==> src/rtl/buck_seq_defines.vh <==
`ifndef BUCK_SEQ_DEFINES_VH
`define BUCK_SEQ_DEFINES_VH

// register byte offsets
`define REG_OSC_PERIOD 8'h00
`define REG_LOSS_LIMIT 8'h04
`define REG_STATUS 8'h08

// reset values and period minimum
`define OSC_PERIOD_RST 16'h00FA
`define OSC_PERIOD_MIN 16'h0004
`define LOSS_LIMIT_RST 8'h04

// status field positions
`define ST_STATE_LSB 0
`define ST_EXT_LOCK 2
`define ST_LOCKOUT 3
`define ST_THERMAL 4
`define ST_RESET_REL 5
`define ST_SYNC_LVL 6
`define ST_CODE_LSB 8

// sequencer states
`define SEQ_OFF 2'h0
`define SEQ_UP 2'h1
`define SEQ_ON 2'h2
`define SEQ_DOWN 2'h3

// ramp timing in switching cycles
`define RAMP_CYCLES 1024
`define RAMP_STEPS 64
`define CYC_PER_STEP (`RAMP_CYCLES / `RAMP_STEPS)
`define CODE_TOP 6'h3F

// time constants
`define CLK_PERIOD_NS 20
`define DEAD_NS 30
`define DEAD_CYC ((`DEAD_NS + `CLK_PERIOD_NS - 1) / `CLK_PERIOD_NS)

`endif

==> src/rtl/dual_buck_sequencer.v <==
// Contract
// - lockout holds all gate outputs low
// - lockout drives reset output low
// - lockout release starts power-up of both outputs
// - enable high runs, low shuts both down
// - shutdown: gates low, compensation nodes discharged
// - enable rise starts common ramp from zero, or from the present code during ramp-down
// - ramp lasts 1024 switching cycles, 64 steps
// - regulation reached when final ramp step ends
// - enable fall starts common reverse ramp
// - shutdown entered only after ramp-down completes
// - reset low while any output under 90%
// - reset released: both good, ramps done
// - reset output is open drain, low only
// - timing low: output equals first regulator clock
// - timing high: double rate, 90 degree shift
// - external timing input divided by two
// - first regulator cycle starts on clock rise
// - external mode: output in phase with regulator
// - only rising timing edges synchronise
// - lost timing edges fall back to internal oscillator
// - switching rate is half the oscillator rate
// - overtemperature stops all, resets ramp, restarts later
// - channels start half a switching period apart
// - current limit skips high side that cycle
// - low side complements high side after dead time
`timescale 1ns/10ps
`include "buck_seq_defines.vh"

module dual_buck_sequencer #(
	parameter [15:0] OSC_PERIOD = `OSC_PERIOD_RST,
	parameter [7:0] LOSS_LIMIT = `LOSS_LIMIT_RST
) (
	// clock and reset
	input wire CLK,
	input wire RST_N,
	// apb slave
	input wire PSEL,
	input wire PENABLE,
	input wire PWRITE,
	input wire [7:0] PADDR,
	input wire [31:0] PWDATA,
	output reg [31:0] PRDATA,
	output reg PREADY,
	output reg PSLVERR,
	// control and comparator inputs
	input wire EN,
	input wire LOW_SUPPLY_LOCKOUT,
	input wire THERMAL_HOT,
	input wire SYNC,
	input wire [1:0] ILIM,
	input wire [1:0] PWM_OFF,
	input wire [1:0] OUT_GOOD,
	// gate drive and analog controls
	output wire [1:0] HIGH_SIDE_GATE,
	output wire [1:0] LOW_SIDE_GATE,
	output reg [1:0] COMP_DISCHARGE,
	output reg [5:0] REF_CODE,
	// timing output and open-drain reset
	output reg TIMING_OUTPUT,
	output reg RESET_OUT_O,
	output reg RESET_OUT_OE
);

	// ramp and dead-time counts cut to their counter widths
	localparam [31:0] STEP_LAST_W = `CYC_PER_STEP - 1;
	localparam [31:0] DEAD_CYC_W = `DEAD_CYC;
	localparam [3:0] STEP_LAST = STEP_LAST_W[3:0];
	localparam [2:0] DEAD_CYC = DEAD_CYC_W[2:0];

	// writable settings
	reg [15:0] osc_period_q;
	reg [7:0] loss_limit_q;
	// oscillator, timing input and switching clock
	reg [15:0] osc_cnt_q;
	reg sync_q;
	reg ext_lock_q;
	reg [7:0] miss_cnt_q;
	reg sw_q;
	// ramp sequencer
	reg [1:0] state_q;
	reg [5:0] code_q;
	reg [3:0] pre_q;
	// bus read path
	reg [31:0] rd_mux;
	reg addr_ok;

	// decoded conditions and strobes
	wire fault;
	wire active;
	wire int_tick;
	wire int_mid;
	wire sync_rise;
	wire osc_tick;
	wire [1:0] cyc_start;
	wire released;
	wire acc_wr;

	// faults force everything off
	assign fault = LOW_SUPPLY_LOCKOUT | THERMAL_HOT;
	assign active = (state_q != `SEQ_OFF) & ~fault;

	// internal oscillator: one tick per period, one mid-period pulse
	// >= so a period shortened mid-count wraps at once, not at overflow
	assign int_tick = (osc_cnt_q >= osc_period_q - 16'h0001);
	assign int_mid = (osc_cnt_q == {1'b0, osc_period_q[15:1]} - 16'h0001);

	always @(posedge CLK) begin
		if (!RST_N || int_tick)
			osc_cnt_q <= 16'h0000;
		else
			osc_cnt_q <= osc_cnt_q + 16'h0001;
	end

	// timing input edge detect, rising edges only
	assign sync_rise = SYNC & ~sync_q;

	always @(posedge CLK) begin
		if (!RST_N)
			sync_q <= 1'b0;
		else
			sync_q <= SYNC;
	end

	// external lock: edge locks, too many quiet periods drop it
	// a level held high gives one rise only, so it locks briefly
	// and then drops back to the internal oscillator
	always @(posedge CLK) begin
		if (!RST_N) begin
			ext_lock_q <= 1'b0;
			miss_cnt_q <= 8'h00;
		end else if (sync_rise) begin
			ext_lock_q <= 1'b1;
			miss_cnt_q <= 8'h00;
		end else if (int_tick) begin
			if (miss_cnt_q >= loss_limit_q)
				ext_lock_q <= 1'b0;
			else
				miss_cnt_q <= miss_cnt_q + 8'h01;
		end
	end

	// selected oscillator source; after lost edges no ticks until the lock drops to internal
	assign osc_tick = ext_lock_q ? sync_rise : int_tick;

	// switching clock is oscillator halved
	// one switching period spans two oscillator ticks
	always @(posedge CLK) begin
		if (!RST_N)
			sw_q <= 1'b0;
		else if (osc_tick)
			sw_q <= ~sw_q;
	end

	// channel 0 on switching clock rise, channel 1 on its fall
	assign cyc_start[0] = osc_tick & ~sw_q;
	assign cyc_start[1] = osc_tick & sw_q;

	// timing output per mode
	// unlocked with input low, or locked: follow the switching clock
	// input held high: twice the rate, a quarter period late
	always @(posedge CLK) begin
		if (!RST_N)
			TIMING_OUTPUT <= 1'b0;
		else if (ext_lock_q || !sync_q) begin
			if (osc_tick)
				TIMING_OUTPUT <= ~sw_q;
		end else if (int_mid)
			TIMING_OUTPUT <= 1'b1;
		else if (int_tick)
			TIMING_OUTPUT <= 1'b0;
	end

	// soft-start and soft-stop sequencer
	always @(posedge CLK) begin
		if (!RST_N || fault) begin
			state_q <= `SEQ_OFF;
			code_q <= 6'h00;
			pre_q <= 4'h0;
		end else begin
			case (state_q)
			// direction changes only at a channel 0 cycle start, so each
			// code is held for whole switching cycles: 64 codes of 16
			// cycles give the full 1024-cycle ramp
			`SEQ_OFF: begin
				if (EN && cyc_start[0]) begin
					state_q <= `SEQ_UP;
					code_q <= 6'h00;
					pre_q <= 4'h0;
				end
			end
			`SEQ_UP: begin
				if (cyc_start[0]) begin
					if (!EN) begin
						state_q <= `SEQ_DOWN;
						pre_q <= 4'h0;
					end else begin
						pre_q <= pre_q + 4'h1;
						if (pre_q == STEP_LAST) begin
							if (code_q == `CODE_TOP)
								state_q <= `SEQ_ON;
							else
								code_q <= code_q + 6'h01;
						end
					end
				end
			end
			`SEQ_ON: begin
				if (!EN && cyc_start[0]) begin
					state_q <= `SEQ_DOWN;
					pre_q <= 4'h0;
				end
			end
			`SEQ_DOWN: begin
				if (cyc_start[0]) begin
					if (EN) begin
						state_q <= `SEQ_UP;
						pre_q <= 4'h0;
					end else begin
						pre_q <= pre_q + 4'h1;
						if (pre_q == STEP_LAST) begin
							if (code_q == 6'h00)
								state_q <= `SEQ_OFF;
							else
								code_q <= code_q - 6'h01;
						end
					end
				end
			end
			default: begin
				state_q <= `SEQ_OFF;
			end
			endcase
		end
	end

	// reference code and compensation discharge
	// compensation nodes discharge whenever switching is stopped
	always @(posedge CLK) begin
		if (!RST_N) begin
			REF_CODE <= 6'h00;
			COMP_DISCHARGE <= 2'b11;
		end else begin
			REF_CODE <= fault ? 6'h00 : code_q;
			COMP_DISCHARGE <= {2{~active}};
		end
	end

	// open-drain reset: enable high pulls the pin low
	// released only in the on state with both outputs good
	assign released = (state_q == `SEQ_ON) & (&OUT_GOOD) & ~fault;

	always @(posedge CLK) begin
		if (!RST_N) begin
			RESET_OUT_O <= 1'b0;
			RESET_OUT_OE <= 1'b1;
		end else begin
			RESET_OUT_O <= 1'b0;
			RESET_OUT_OE <= ~released;
		end
	end

	// per-channel gate drive
	genvar i;
	generate
		for (i = 0; i < 2; i = i + 1) begin : chan
			reg hs_q;
			reg ls_q;
			reg pend_q;
			reg [2:0] dead_q;
			wire set_pend;
			wire stop;
			wire hs_d;
			wire ls_d;

			assign set_pend = cyc_start[i] & active & ~ILIM[i];
			assign stop = cyc_start[1 - i];
			assign hs_d = active & ((hs_q & ~PWM_OFF[i] & ~stop) |
				(pend_q & ~ls_q));
			assign ls_d = active & ~hs_q & ~hs_d & (dead_q == 3'h0) &
				~pend_q & ~set_pend;

			// high side waits for low side off; dead time after it
			// on-time ends on the off request or the other start
			// a start under current limit leaves the low side on
			always @(posedge CLK) begin
				if (!RST_N) begin
					hs_q <= 1'b0;
					ls_q <= 1'b0;
					pend_q <= 1'b0;
					dead_q <= 3'h0;
				end else begin
					hs_q <= hs_d;
					ls_q <= ls_d;
					if (!active || hs_d)
						pend_q <= 1'b0;
					else if (set_pend)
						pend_q <= 1'b1;
					if (hs_q)
						dead_q <= DEAD_CYC;
					else if (dead_q != 3'h0)
						dead_q <= dead_q - 3'h1;
				end
			end

			assign HIGH_SIDE_GATE[i] = hs_q;
			assign LOW_SIDE_GATE[i] = ls_q;
		end
	endgenerate

	// apb read mux and decode
	// status is read-only; writes to it are dropped without error
	// unmapped or misaligned addresses answer with an error
	always @* begin
		rd_mux = 32'h00000000;
		addr_ok = (PADDR[1:0] == 2'b00);
		case (PADDR)
		`REG_OSC_PERIOD: rd_mux[15:0] = osc_period_q;
		`REG_LOSS_LIMIT: rd_mux[7:0] = loss_limit_q;
		`REG_STATUS: begin
			rd_mux[`ST_STATE_LSB + 1:`ST_STATE_LSB] = state_q;
			rd_mux[`ST_EXT_LOCK] = ext_lock_q;
			rd_mux[`ST_LOCKOUT] = LOW_SUPPLY_LOCKOUT;
			rd_mux[`ST_THERMAL] = THERMAL_HOT;
			rd_mux[`ST_RESET_REL] = ~RESET_OUT_OE;
			rd_mux[`ST_SYNC_LVL] = sync_q;
			rd_mux[`ST_CODE_LSB + 5:`ST_CODE_LSB] = code_q;
		end
		default: addr_ok = 1'b0;
		endcase
	end

	// answer prepared in setup, completes in access phase
	// no wait states: ready always follows a setup cycle
	always @(posedge CLK) begin
		if (!RST_N) begin
			PREADY <= 1'b0;
			PRDATA <= 32'h00000000;
			PSLVERR <= 1'b0;
		end else begin
			PREADY <= PSEL & ~PENABLE;
			if (PSEL && !PENABLE) begin
				PRDATA <= PWRITE ? 32'h00000000 : rd_mux;
				PSLVERR <= ~addr_ok;
			end else begin
				PSLVERR <= 1'b0;
			end
		end
	end

	assign acc_wr = PSEL & PENABLE & PREADY & PWRITE & ~PSLVERR;

	// writable registers
	// periods below the minimum are raised to it
	always @(posedge CLK) begin
		if (!RST_N) begin
			osc_period_q <= OSC_PERIOD;
			loss_limit_q <= LOSS_LIMIT;
		end else if (acc_wr) begin
			if (PADDR == `REG_OSC_PERIOD) begin
				if (PWDATA[15:0] < `OSC_PERIOD_MIN)
					osc_period_q <= `OSC_PERIOD_MIN;
				else
					osc_period_q <= PWDATA[15:0];
			end
			if (PADDR == `REG_LOSS_LIMIT)
				loss_limit_q <= PWDATA[7:0];
		end
	end

endmodule

==> config.mk <==
export PLATFORM = sky130hd
export DESIGN_NAME = dual_buck_sequencer
export DESIGN_NICKNAME = d
export VERILOG_FILES = /design/src/rtl/dual_buck_sequencer.v
export VERILOG_INCLUDE_DIRS = /design/src /design/src/rtl
export SDC_FILE = /design/constraint.sdc
export NUM_CORES = 1
export LEC_CHECK = 0
export BUFFER_PORTS_ARGS = -buffer_cell sky130_fd_sc_hd__buf_2
export CORE_MARGIN = 5
export CORE_UTILIZATION = 30
export DETAILED_ROUTE_END_ITERATION = 8
export MAX_ROUTING_LAYER = met4
export SYNTH_ARGS = -nofsm -noshare
export SYNTH_HDL_FRONTEND = slang
export SYNTH_SLANG_ARGS = --single-unit
==> constraint.sdc <==
create_clock -name CLK -period 3.6 [get_ports CLK]
set_input_delay 0.18 -clock CLK [delete_from_list [all_inputs] [get_ports CLK]]
set_output_delay 0.18 -clock CLK [all_outputs]
set_load 0.01 [all_outputs]
==> out/qor.json, run 1 <==
{
  "worst-endpoint-arrival": {"value": 3.80, "unit": "ns"},
  "relSlewSlack": {"value": 39.8, "unit": "%"},
  "insertion_delay": {"value": 0.36, "unit": "ns"},
  "category_of_the_worst_setup_path_capture_point": {"value": "flip-flop"},
  "route.detailed.wl_per_inst": {"value": 15.5, "unit": "um"},
  "numPortBuffers": {"value": 70},
  "grt_max_degree": {"value": 23},
  "clkSlewWorstSetupHoldPaths": {"value": 0.07, "unit": "ns"},
  "finalSetupViolations": {"value": 0},
  "rrSetupSlack": {"value": 0.1, "unit": "ns"},
  "number_of_clock_buffers_inserted_by_tritoncts": {"value": 9},
  "clock_sink_count": {"value": 102},
  "core_area": {"value": 20200, "unit": "um2"},
  "first_iter_violations": {"value": 357},
  "setup.worst_path.start_class": {"value": "flip-flop"},
  "vias_per_cell": {"value": 4.89},
  "critical_path.startpoint": {"value": "osc_period_q[1]$_SDFFE_PN1P_"},
  "synthesis.area_per_instance": {"value": 8.51, "unit": "um2"},
  "syn-cell-area": {"value": 6130, "unit": "um2"},
  "post-synth-top-area-fraction": {"value": 33.3, "unit": "%"},
  "commonest_cells_after_routing_fill_and_taps_aside": {"value": "sky130_fd_sc_hd__dfxtp_1, sky130_fd_sc_hd__nor2_1, sky130_fd_sc_hd__buf_2, sky130_fd_sc_hd__nand2_1, sky130_fd_sc_hd__ha_1"},
  "peakVddDrop": {"value": 240, "unit": "uV"},
  "synth.distinct_cells": {"value": 67},
  "num_vias": {"value": 5232},
  "die-width": {"value": 153, "unit": "um"},
  "critical_path.max_fanout": {"value": 6},
  "count_of_cells_along_the_worst_hold_path": {"value": 2},
  "row_count": {"value": 52},
  "dpl_wire_length": {"value": 12.6, "unit": "mm"},
  "synth_top_flop_cell": {"value": "sky130_fd_sc_hd__dfxtp_1"},
  "finClkSkew": {"value": 0.00863, "unit": "ns"},
  "yosysWarnings": {"value": 0},
  "synth.yosys.seq_area_share": {"value": 33.3, "unit": "%"},
  "synth_enable_flop_cells": {"value": 0},
  "tightest_slew": {"value": 0.895, "unit": "ns"},
  "reg2reg_to": {"value": "code_q[4]$_SDFFE_PP0P_"},
  "synthesis.instances": {"value": 720},
  "min_to": {"value": "RESET_OUT_OE$_SDFF_PN1_"},
  "synth_async_sr_flop_share": {"value": 0, "unit": "%"},
  "drt_drc_violations_left": {"value": 0},
  "first_global_vias": {"value": 4953},
  "antenna_violating_nets_post_route": {"value": 0},
  "power.leakage": {"value": 2.90, "unit": "nW"},
  "postSynthRegisterBits": {"value": 102},
  "area.growth.synth_to_final": {"value": 16.9, "unit": "%"},
  "routed_wire_length": {"value": 16.5, "unit": "mm"},
  "fin_crit_sh": {"value": 97.2, "unit": "%"},
  "place_area": {"value": 6680, "unit": "um2"},
  "floorplan.initialDensity": {"value": 30.4, "unit": "%"},
  "filler_cell_count": {"value": 2115},
  "holdBufCountCts": {"value": 0},
  "outcome": {"value": "complete, no violations"},
  "first_pass_grt_wire_length": {"value": 26.4, "unit": "mm"},
  "power-per-cell-area": {"value": 342, "unit": "nW/um2"},
  "hp-class": {"value": "in2reg"},
  "clock.fmax": {"value": 286, "unit": "MHz"},
  "hold_path.startpoint": {"value": "OUT_GOOD[1]"},
  "final-max-slew-violation-count": {"value": 0},
  "drt_pre_antenna_iters": {"value": 5},
  "cts.htree.levels": {"value": 3},
  "gp_congestion": {"value": 0.875},
  "grt.overflow.total": {"value": 0},
  "hold_viol": {"value": 0},
  "mostFrequentLayoutCell": {"value": "sky130_fd_sc_hd__dfxtp_1"},
  "drive_gt1_share": {"value": 19.0, "unit": "%"},
  "diodes": {"value": 0},
  "layout.nets": {"value": 890},
  "tritoncts": {"value": "built"},
  "finalCoreUtilization": {"value": 35.5, "unit": "%"},
  "die_area": {"value": 23400, "unit": "um2"},
  "period_needed": {"value": 3.50, "unit": "ns"},
  "unrepaired_setup_endpoints_after_global_routing": {"value": "true"},
  "max_cap_viol_count": {"value": 0},
  "critical_path.reg2reg.startpoint": {"value": "osc_period_q[1]$_SDFFE_PN1P_"},
  "antenna_found_initial": {"value": 0},
  "crit_required": {"value": 3.90, "unit": "ns"},
  "area_of_all_placed_cells_without_fillers": {"value": 7160, "unit": "um2"},
  "die-height": {"value": 153, "unit": "um"},
  "global_route.usage.total": {"value": 14.3, "unit": "%"},
  "clockRootBuffer": {"value": "sky130_fd_sc_hd__clkbuf_16"},
  "timing.setup.critical_path_class": {"value": "reg2reg"},
  "boundaryPins": {"value": 104},
  "rr_worst_depth": {"value": 14},
  "synth_top_area_cells": {"value": "sky130_fd_sc_hd__dfxtp_1, sky130_fd_sc_hd__ha_1, sky130_fd_sc_hd__mux2i_1"},
  "cts.path.max_buffers": {"value": 2},
  "synth_largest_area_cell": {"value": "sky130_fd_sc_hd__dfxtp_1"}
}
area by class of cell:
type / count / area, um2 / share of cell area [%]
multi-input cells: 547 / 3750 / 52.4
flip-flops and latches: 102 / 2040 / 28.5
repair buffers: 104 / 613 / 8.56
well taps: 270 / 338 / 4.72
clock buffers: 11 / 233 / 3.25
inverters: 30 / 113 / 1.57
clock inverters: 5 / 67.6 / 0.944
power breakdown:
part / total, W / switching, W / internal, W
registers: 0.00118 / 0.0000232 / 0.00115
clock network: 0.00102 / 0.000469 / 0.000550
logic: 0.000250 / 0.000151 / 0.0000990
repair_timing:
action                                  in CTS  in global routing
gates resized for setup                      0                 27
endpoints found under the hold margin        0                  0
setup buffers                                0                  8
endpoints found under the setup margin       0                 42
cells in the mapped netlist (all sizes together), types with 5 or more instances:
cell,number
clkbuf,25
nor2,94
o21a,5
dfxtp,102
a222oi,6
o21ai,24
buf,33
o22ai,6
xnor2,28
a21oi,36
nor3,14
and3,6
nand4,12
mux2i,36
nand3,23
o31ai,7
xor2,24
inv,30
a22oi,9
nor4,13
or4,11
nand2,50
ha,40
and2,13
nand2b,10
a31oi,8
flip-flops by register name, summed over array words and instances, names as in the netlist, 2 cells and up:
signal        cells
chan.ls_q         2
chan.dead_q       6
miss_cnt_q        8
state_q           2
chan.pend_q       2
osc_period_q     16
chan.hs_q         2
loss_limit_q      8
osc_cnt_q        16
pre_q             4
code_q            6
REF_CODE          6
PRDATA           16
how the worst max path moves through the flow:
| stage | to | slack, ns | depth (start not counted) |
|---|---|---|---|
| 3_5_place_dp | code_q[3]$_SDFFE_PP0P_ | 0.04 | 13 |
| 2_1_floorplan | miss_cnt_q[6]$_SDFFE_PP0P_ | 0.18 | 15 |
| 4_1_cts | code_q[4]$_SDFFE_PP0P_ | 0.007 | 13 |
| 3_3_place_gp | code_q[1]$_SDFFE_PP0P_ | 0.08 | 13 |
| 6_report | code_q[4]$_SDFFE_PP0P_ | 0.1 | 14 |
| 5_1_grt | code_q[1]$_SDFFE_PP0P_ | -0.03 | 14 |
metal layers:
| layer | GRT usage [%] | wire [um] |
|---|---|---|
| met3 | 3.48 | 691 |
| met5 | - | 0 |
| met2 | 22.7 | 7860 |
| met1 | 18.4 | 7680 |
| met4 | 3.65 | 289 |
through the flow:
stage / hold slack, ns / setup WS, ns / power (W) / std cells / TNS (ns)
floorplan: 0.268 / 0.184 / 0.00138 / 736 / 0
global placement: 0.377 / 0.0846 / 0.00144 / 1044 / 0
detailed placement: 0.388 / 0.0366 / 0.00144 / 1044 / 0
CTS: 0.00728 / 0.00669 / 0.00246 / 1060 / 0
global route: 0.0126 / -0.0339 / 0.00256 / 1069 / -0.167
finish: 0.0175 / 0.0998 / 0.00245 / 1069 / 0
critical path, stage by stage (launching register included):
cell and delay (ns):
sky130_fd_sc_hd__dfxtp_1 0.32, sky130_fd_sc_hd__inv_2 0.08, sky130_fd_sc_hd__ha_2 0.18, sky130_fd_sc_hd__nor3b_4 0.31
sky130_fd_sc_hd__nand4_4 0.13, sky130_fd_sc_hd__a21oi_2 0.18, sky130_fd_sc_hd__xnor2_1 0.10, sky130_fd_sc_hd__ha_1 0.31
sky130_fd_sc_hd__nand4_1 0.15, sky130_fd_sc_hd__or4_4 0.53, sky130_fd_sc_hd__a21oi_4 0.22, sky130_fd_sc_hd__buf_4 0.15
sky130_fd_sc_hd__o21ai_4 0.07, sky130_fd_sc_hd__or4_4 0.56, sky130_fd_sc_hd__a21oi_2 0.14
cell families (layout without fill, tap and decap cells):
logic type | Yosys count | after routing | synth area share, %
AND/OR/NAND/NOR | 272 | 272 | 22.7
AO/OA/AOI/OAI | 126 | 127 | 13.6
flip-flops | 102 | 102 | 33.3
buffers and inverters | 88 | 150 | 8.19
XOR/XNOR | 52 | 52 | 7.43
adder cells (fa/ha/maj) | 41 | 41 | 8.50
multiplexers | 38 | 38 | 6.25
other | 1 | 17 | 0.0612
(Power assumes the default switching activity.)
==> run 2: changes to the inputs <==
- RECOVER_POWER: default -> 25
==> run 2 against run 1 <==
Utilization shrank 0.19 points. Flip-flop and latch count is the same. Worst hold slack gained 0.0013 ns. Sequential share of layout area grew 0.15 points. Count of clock-buffer cells in the layout is the same. Fmax grew 0.42%. Via count grew 0.19%. Cell count is the same. Combinational power is essentially flat.
==> out/qor.json, run 2 (synthesized netlist as in run 1, its figures left out) <==
{
  "outcome": {"value": "complete, no violations", "change": "unchanged"},
  "numPortBuffers": {"value": 70, "change": "unchanged"},
  "num_vias": {"value": 5242, "change": "was 5,232"},
  "peakVddDrop": {"value": 240, "unit": "uV", "change": "about the same"},
  "power_frac_seq": {"value": 48.2, "unit": "%", "change": "was 48.1%"},
  "final-max-slew-violation-count": {"value": 0, "change": "unchanged"},
  "cp-endpoint": {"value": "code_q[1]$_SDFFE_PP0P_", "change": "was code_q[4]$_SDFFE_PP0P_"},
  "timing.critical_path.max_delay_family": {"value": "simple AND/OR/NAND/NOR gates", "change": "unchanged"},
  "routed_wire_length": {"value": 16.5, "unit": "mm", "change": "about the same"},
  "area.growth.synth_to_final": {"value": 16.3, "unit": "%", "change": "was 16.9%"},
  "grtUsageMet2": {"value": 22.7, "unit": "%", "change": "unchanged"},
  "die_area": {"value": 23400, "unit": "um2", "change": "unchanged"},
  "first_iter_violations": {"value": 381, "change": "was 357"},
  "reg2reg_to": {"value": "code_q[1]$_SDFFE_PP0P_", "change": "was code_q[4]$_SDFFE_PP0P_"},
  "core_area": {"value": 20200, "unit": "um2", "change": "unchanged"},
  "power.clock.fraction": {"value": 41.7, "unit": "%", "change": "was 41.6%"},
  "rr_worst_depth": {"value": 14, "change": "unchanged"},
  "hold_path.startpoint": {"value": "OUT_GOOD[1]", "change": "unchanged"},
  "clkSlewWorstSetupHoldPaths": {"value": 0.07, "unit": "ns", "change": "about the same"},
  "worst_path_largest_cell_delay": {"value": 0.56, "unit": "ns", "change": "about the same"},
  "crit_cells": {"value": 14, "change": "unchanged"},
  "boundaryPins": {"value": 104, "change": "unchanged"},
  "critical_path.reg2reg.startpoint": {"value": "osc_period_q[1]$_SDFFE_PN1P_", "change": "unchanged"},
  "insertion_delay": {"value": 0.36, "unit": "ns", "change": "about the same"},
  "hold_viol": {"value": 0, "change": "unchanged"},
  "mostFrequentLayoutCell": {"value": "sky130_fd_sc_hd__dfxtp_1", "change": "unchanged"},
  "setup.worst_path.start_class": {"value": "flip-flop", "change": "unchanged"},
  "timing.setup.critical_path_class": {"value": "reg2reg", "change": "unchanged"},
  "clockRootBuffer": {"value": "sky130_fd_sc_hd__clkbuf_16", "change": "unchanged"},
  "tritoncts": {"value": "built", "change": "unchanged"},
  "postLayoutSetupSlackWorst": {"value": 0.114, "unit": "ns", "change": "was 0.0998 ns"},
  "place_worst_setup_slack": {"value": 0.0366, "unit": "ns", "change": "unchanged"},
  "floorplan.initialDensity": {"value": 30.4, "unit": "%", "change": "unchanged"},
  "cts.path.max_buffers": {"value": 2, "change": "unchanged"},
  "power-per-cell-area": {"value": 343, "unit": "nW/um2", "change": "was 342 nW/um2"},
  "power.leakage": {"value": 2.78, "unit": "nW", "change": "was 2.90 nW"},
  "crit_path_frequent_cell": {"value": "sky130_fd_sc_hd__a21oi_2"},
  "number_of_clock_buffers_inserted_by_tritoncts": {"value": 9, "change": "unchanged"},
  "cts.htree.levels": {"value": 3, "change": "unchanged"},
  "first_pass_grt_wire_length": {"value": 26.4, "unit": "mm", "change": "unchanged"},
  "drt_drc_violations_left": {"value": 0, "change": "unchanged"},
  "first_global_vias": {"value": 4953, "change": "unchanged"},
  "critical_path.startpoint": {"value": "osc_period_q[1]$_SDFFE_PN1P_", "change": "unchanged"},
  "critical_path.max_fanout": {"value": 6, "change": "unchanged"},
  "worst-endpoint-arrival": {"value": 3.78, "unit": "ns", "change": "was 3.80 ns"},
  "clock_sink_count": {"value": 102, "change": "unchanged"},
  "timing.critical_path.cells": {"value": "inv_2, ha_2, nor3b_4, nand4_4, a21oi_2, xnor2_1, ha_1, nand4_1, or4_4, a21oi_4, buf_4, o21ai_4, or4b_1, a21oi_2", "change": "was inv_2, ha_2, nor3b_4, nand4_4, a21oi_2, xnor2_1, ha_1, nand4_1, or4_4, a21oi_4, buf_4, o21ai_4, or4_4, a21oi_2"},
  "commonest_cells_after_routing_fill_and_taps_aside": {"value": "sky130_fd_sc_hd__dfxtp_1, sky130_fd_sc_hd__nor2_1, sky130_fd_sc_hd__nand2_1, sky130_fd_sc_hd__buf_2, sky130_fd_sc_hd__ha_1", "change": "was sky130_fd_sc_hd__dfxtp_1, sky130_fd_sc_hd__nor2_1, sky130_fd_sc_hd__buf_2, sky130_fd_sc_hd__nand2_1, sky130_fd_sc_hd__ha_1"},
  "die-height": {"value": 153, "unit": "um", "change": "unchanged"},
  "fin_total_pwr": {"value": 0.00245, "unit": "W", "change": "about the same"},
  "filler_cell_count": {"value": 2134, "change": "was 2,115"},
  "sequential_cell_area": {"value": 2040, "unit": "um2", "change": "unchanged"},
  "dpl_wire_length": {"value": 12.6, "unit": "mm", "change": "unchanged"},
  "vias_per_cell": {"value": 4.90, "change": "was 4.89"},
  "drive_gt1_share": {"value": 15.3, "unit": "%", "change": "was 19.0%"},
  "finalSetupViolations": {"value": 0, "change": "unchanged"},
  "multi_input_area": {"value": 3750, "unit": "um2", "change": "unchanged"},
  "use_met1": {"value": 18.4, "unit": "%", "change": "unchanged"},
  "crit_required": {"value": 3.90, "unit": "ns", "change": "about the same"},
  "tightest_slew": {"value": 0.897, "unit": "ns", "change": "was 0.895 ns"},
  "power.switching": {"value": 0.000643, "unit": "W", "change": "about the same"},
  "crit_buf_inv": {"value": 2, "change": "unchanged"},
  "global_route.peak_usage_layer": {"value": "met2", "change": "unchanged"},
  "pwr-share-comb": {"value": 10.2, "unit": "%", "change": "about the same"},
  "finClkSkew": {"value": 0.00827, "unit": "ns", "change": "was 0.00863 ns"},
  "unrepaired_setup_endpoints_after_global_routing": {"value": "true", "change": "unchanged"},
  "gp_congestion": {"value": 0.875, "change": "unchanged"},
  "global_route.usage.total": {"value": 14.3, "unit": "%", "change": "unchanged"},
  "cellInternalPower": {"value": 0.00180, "unit": "W", "change": "about the same"},
  "drt_pre_antenna_iters": {"value": 5, "change": "unchanged"},
  "period_needed": {"value": 3.49, "unit": "ns", "change": "was 3.50 ns"},
  "grt_max_degree": {"value": 23, "change": "unchanged"},
  "die-width": {"value": 153, "unit": "um", "change": "unchanged"},
  "holdBufCountCts": {"value": 0, "change": "unchanged"},
  "gr-usage-met3": {"value": 3.48, "unit": "%", "change": "unchanged"},
  "row_count": {"value": 52, "change": "unchanged"},
  "clock.fmax": {"value": 287, "unit": "MHz", "change": "was 286 MHz"},
  "category_of_the_worst_setup_path_capture_point": {"value": "flip-flop", "change": "unchanged"},
  "rrSetupSlack": {"value": 0.11, "unit": "ns", "change": "was 0.1 ns"},
  "route.detailed.wl_per_inst": {"value": 15.5, "unit": "um", "change": "about the same"},
  "fin_crit_sh": {"value": 96.8, "unit": "%", "change": "was 97.2%"},
  "antenna_found_initial": {"value": 0, "change": "unchanged"},
  "max_cap_viol_count": {"value": 0, "change": "unchanged"},
  "relSlewSlack": {"value": 39.7, "unit": "%", "change": "was 39.8%"},
  "antenna_violating_nets_post_route": {"value": 0, "change": "unchanged"},
  "cp_slowest_cell": {"value": "sky130_fd_sc_hd__or4b_1", "change": "was sky130_fd_sc_hd__or4_4"},
  "power.share.switching": {"value": 26.3, "unit": "%", "change": "about the same"},
  "top_regs": {"value": "PRDATA: 16 flops, osc_cnt_q: 16 flops, osc_period_q: 16 flops", "change": "unchanged"},
  "grt.overflow.total": {"value": 0, "change": "unchanged"},
  "layout.nets": {"value": 890, "change": "unchanged"},
  "hp-class": {"value": "in2reg", "change": "unchanged"},
  "diodes": {"value": 0, "change": "unchanged"}
}
## run 2: changes by cell type in the layout (fill, tap and decap cells not counted), sizes merged
cell	change
buf	-30
clkbuf	+30
## run 2: final cells by class
cell class	instances	share of cell area, %
Clock buffer	11	3.27
Clock inverter	5	0.949
Inverter	30	1.58
Multi-Input combinational cell	547	52.7
Sequential cell	102	28.7
Tap cell	270	4.74
Timing Repair Buffer	104	8.08
## run 2: routing by layer
| layer | wire length (um) | up-vias |
|---|---|---|
| met5 | 0 | - |
| met4 | 274 | 0 |
| met3 | 747 | 16 |
| met2 | 7870 | 114 |
| met1 | 7650 | 2454 |
| li1 | - | 2658 |
## run 2: worst register-to-register path: cells and delay by family (launching register included)
kind,cells,cell delay (ns)
flip-flops,1,0.32
AO/OA/AOI/OAI,4,0.61
buffers and inverters,2,0.23
AND/OR/NAND/NOR,5,1.67
XOR/XNOR,1,0.10
adder cells (fa/ha/maj),2,0.49
## run 2: what timing repair did
| item | CTS | global route |
|---|---|---|
| gates resized for setup | 0 | 27 |
| endpoints found under the setup margin | 0 | 42 |
| setup buffers | 0 | 8 |
## run 2: power groups by stage
| stage | clock network [W] | logic, W | registers (W) |
|---|---|---|---|
| global placement | 0 | 0.000234 | 0.00120 |
| detailed placement | 0 | 0.000237 | 0.00120 |
| CTS | 0.00104 | 0.000239 | 0.00118 |
| finish | 0.00102 | 0.000249 | 0.00118 |
| floorplan | 0 | 0.000185 | 0.00120 |
| global route | 0.00109 | 0.000288 | 0.00118 |
## run 2: through the flow
step           hold slack, ns  util [%]  instance area, um2  setup TNS [ns]  instances
4_1_cts               0.00728      34.6                6980               0       1060
3_3_place_gp            0.377      33.1                6680               0       1044
5_1_grt                0.0126      35.3                7120          -0.167       1069
2_1_floorplan           0.268         -                6190               0        736
6_report               0.0188      35.3                7120               0       1069
3_5_place_dp            0.388      33.1                6680               0       1044
## run 2: worst min path at each step
stage | end | cells after the start | slack (ns)
finish | RESET_OUT_OE$_SDFF_PN1_ | 2 | 0.02
global route | RESET_OUT_OE$_SDFF_PN1_ | 2 | 0.01
CTS | RESET_OUT_OE$_SDFF_PN1_ | 2 | 0.007
detailed placement | RESET_OUT_OE$_SDFF_PN1_ | 2 | 0.39
global placement | RESET_OUT_OE$_SDFF_PN1_ | 2 | 0.38
floorplan | RESET_OUT_OE$_SDFF_PN1_ | 1 | 0.27
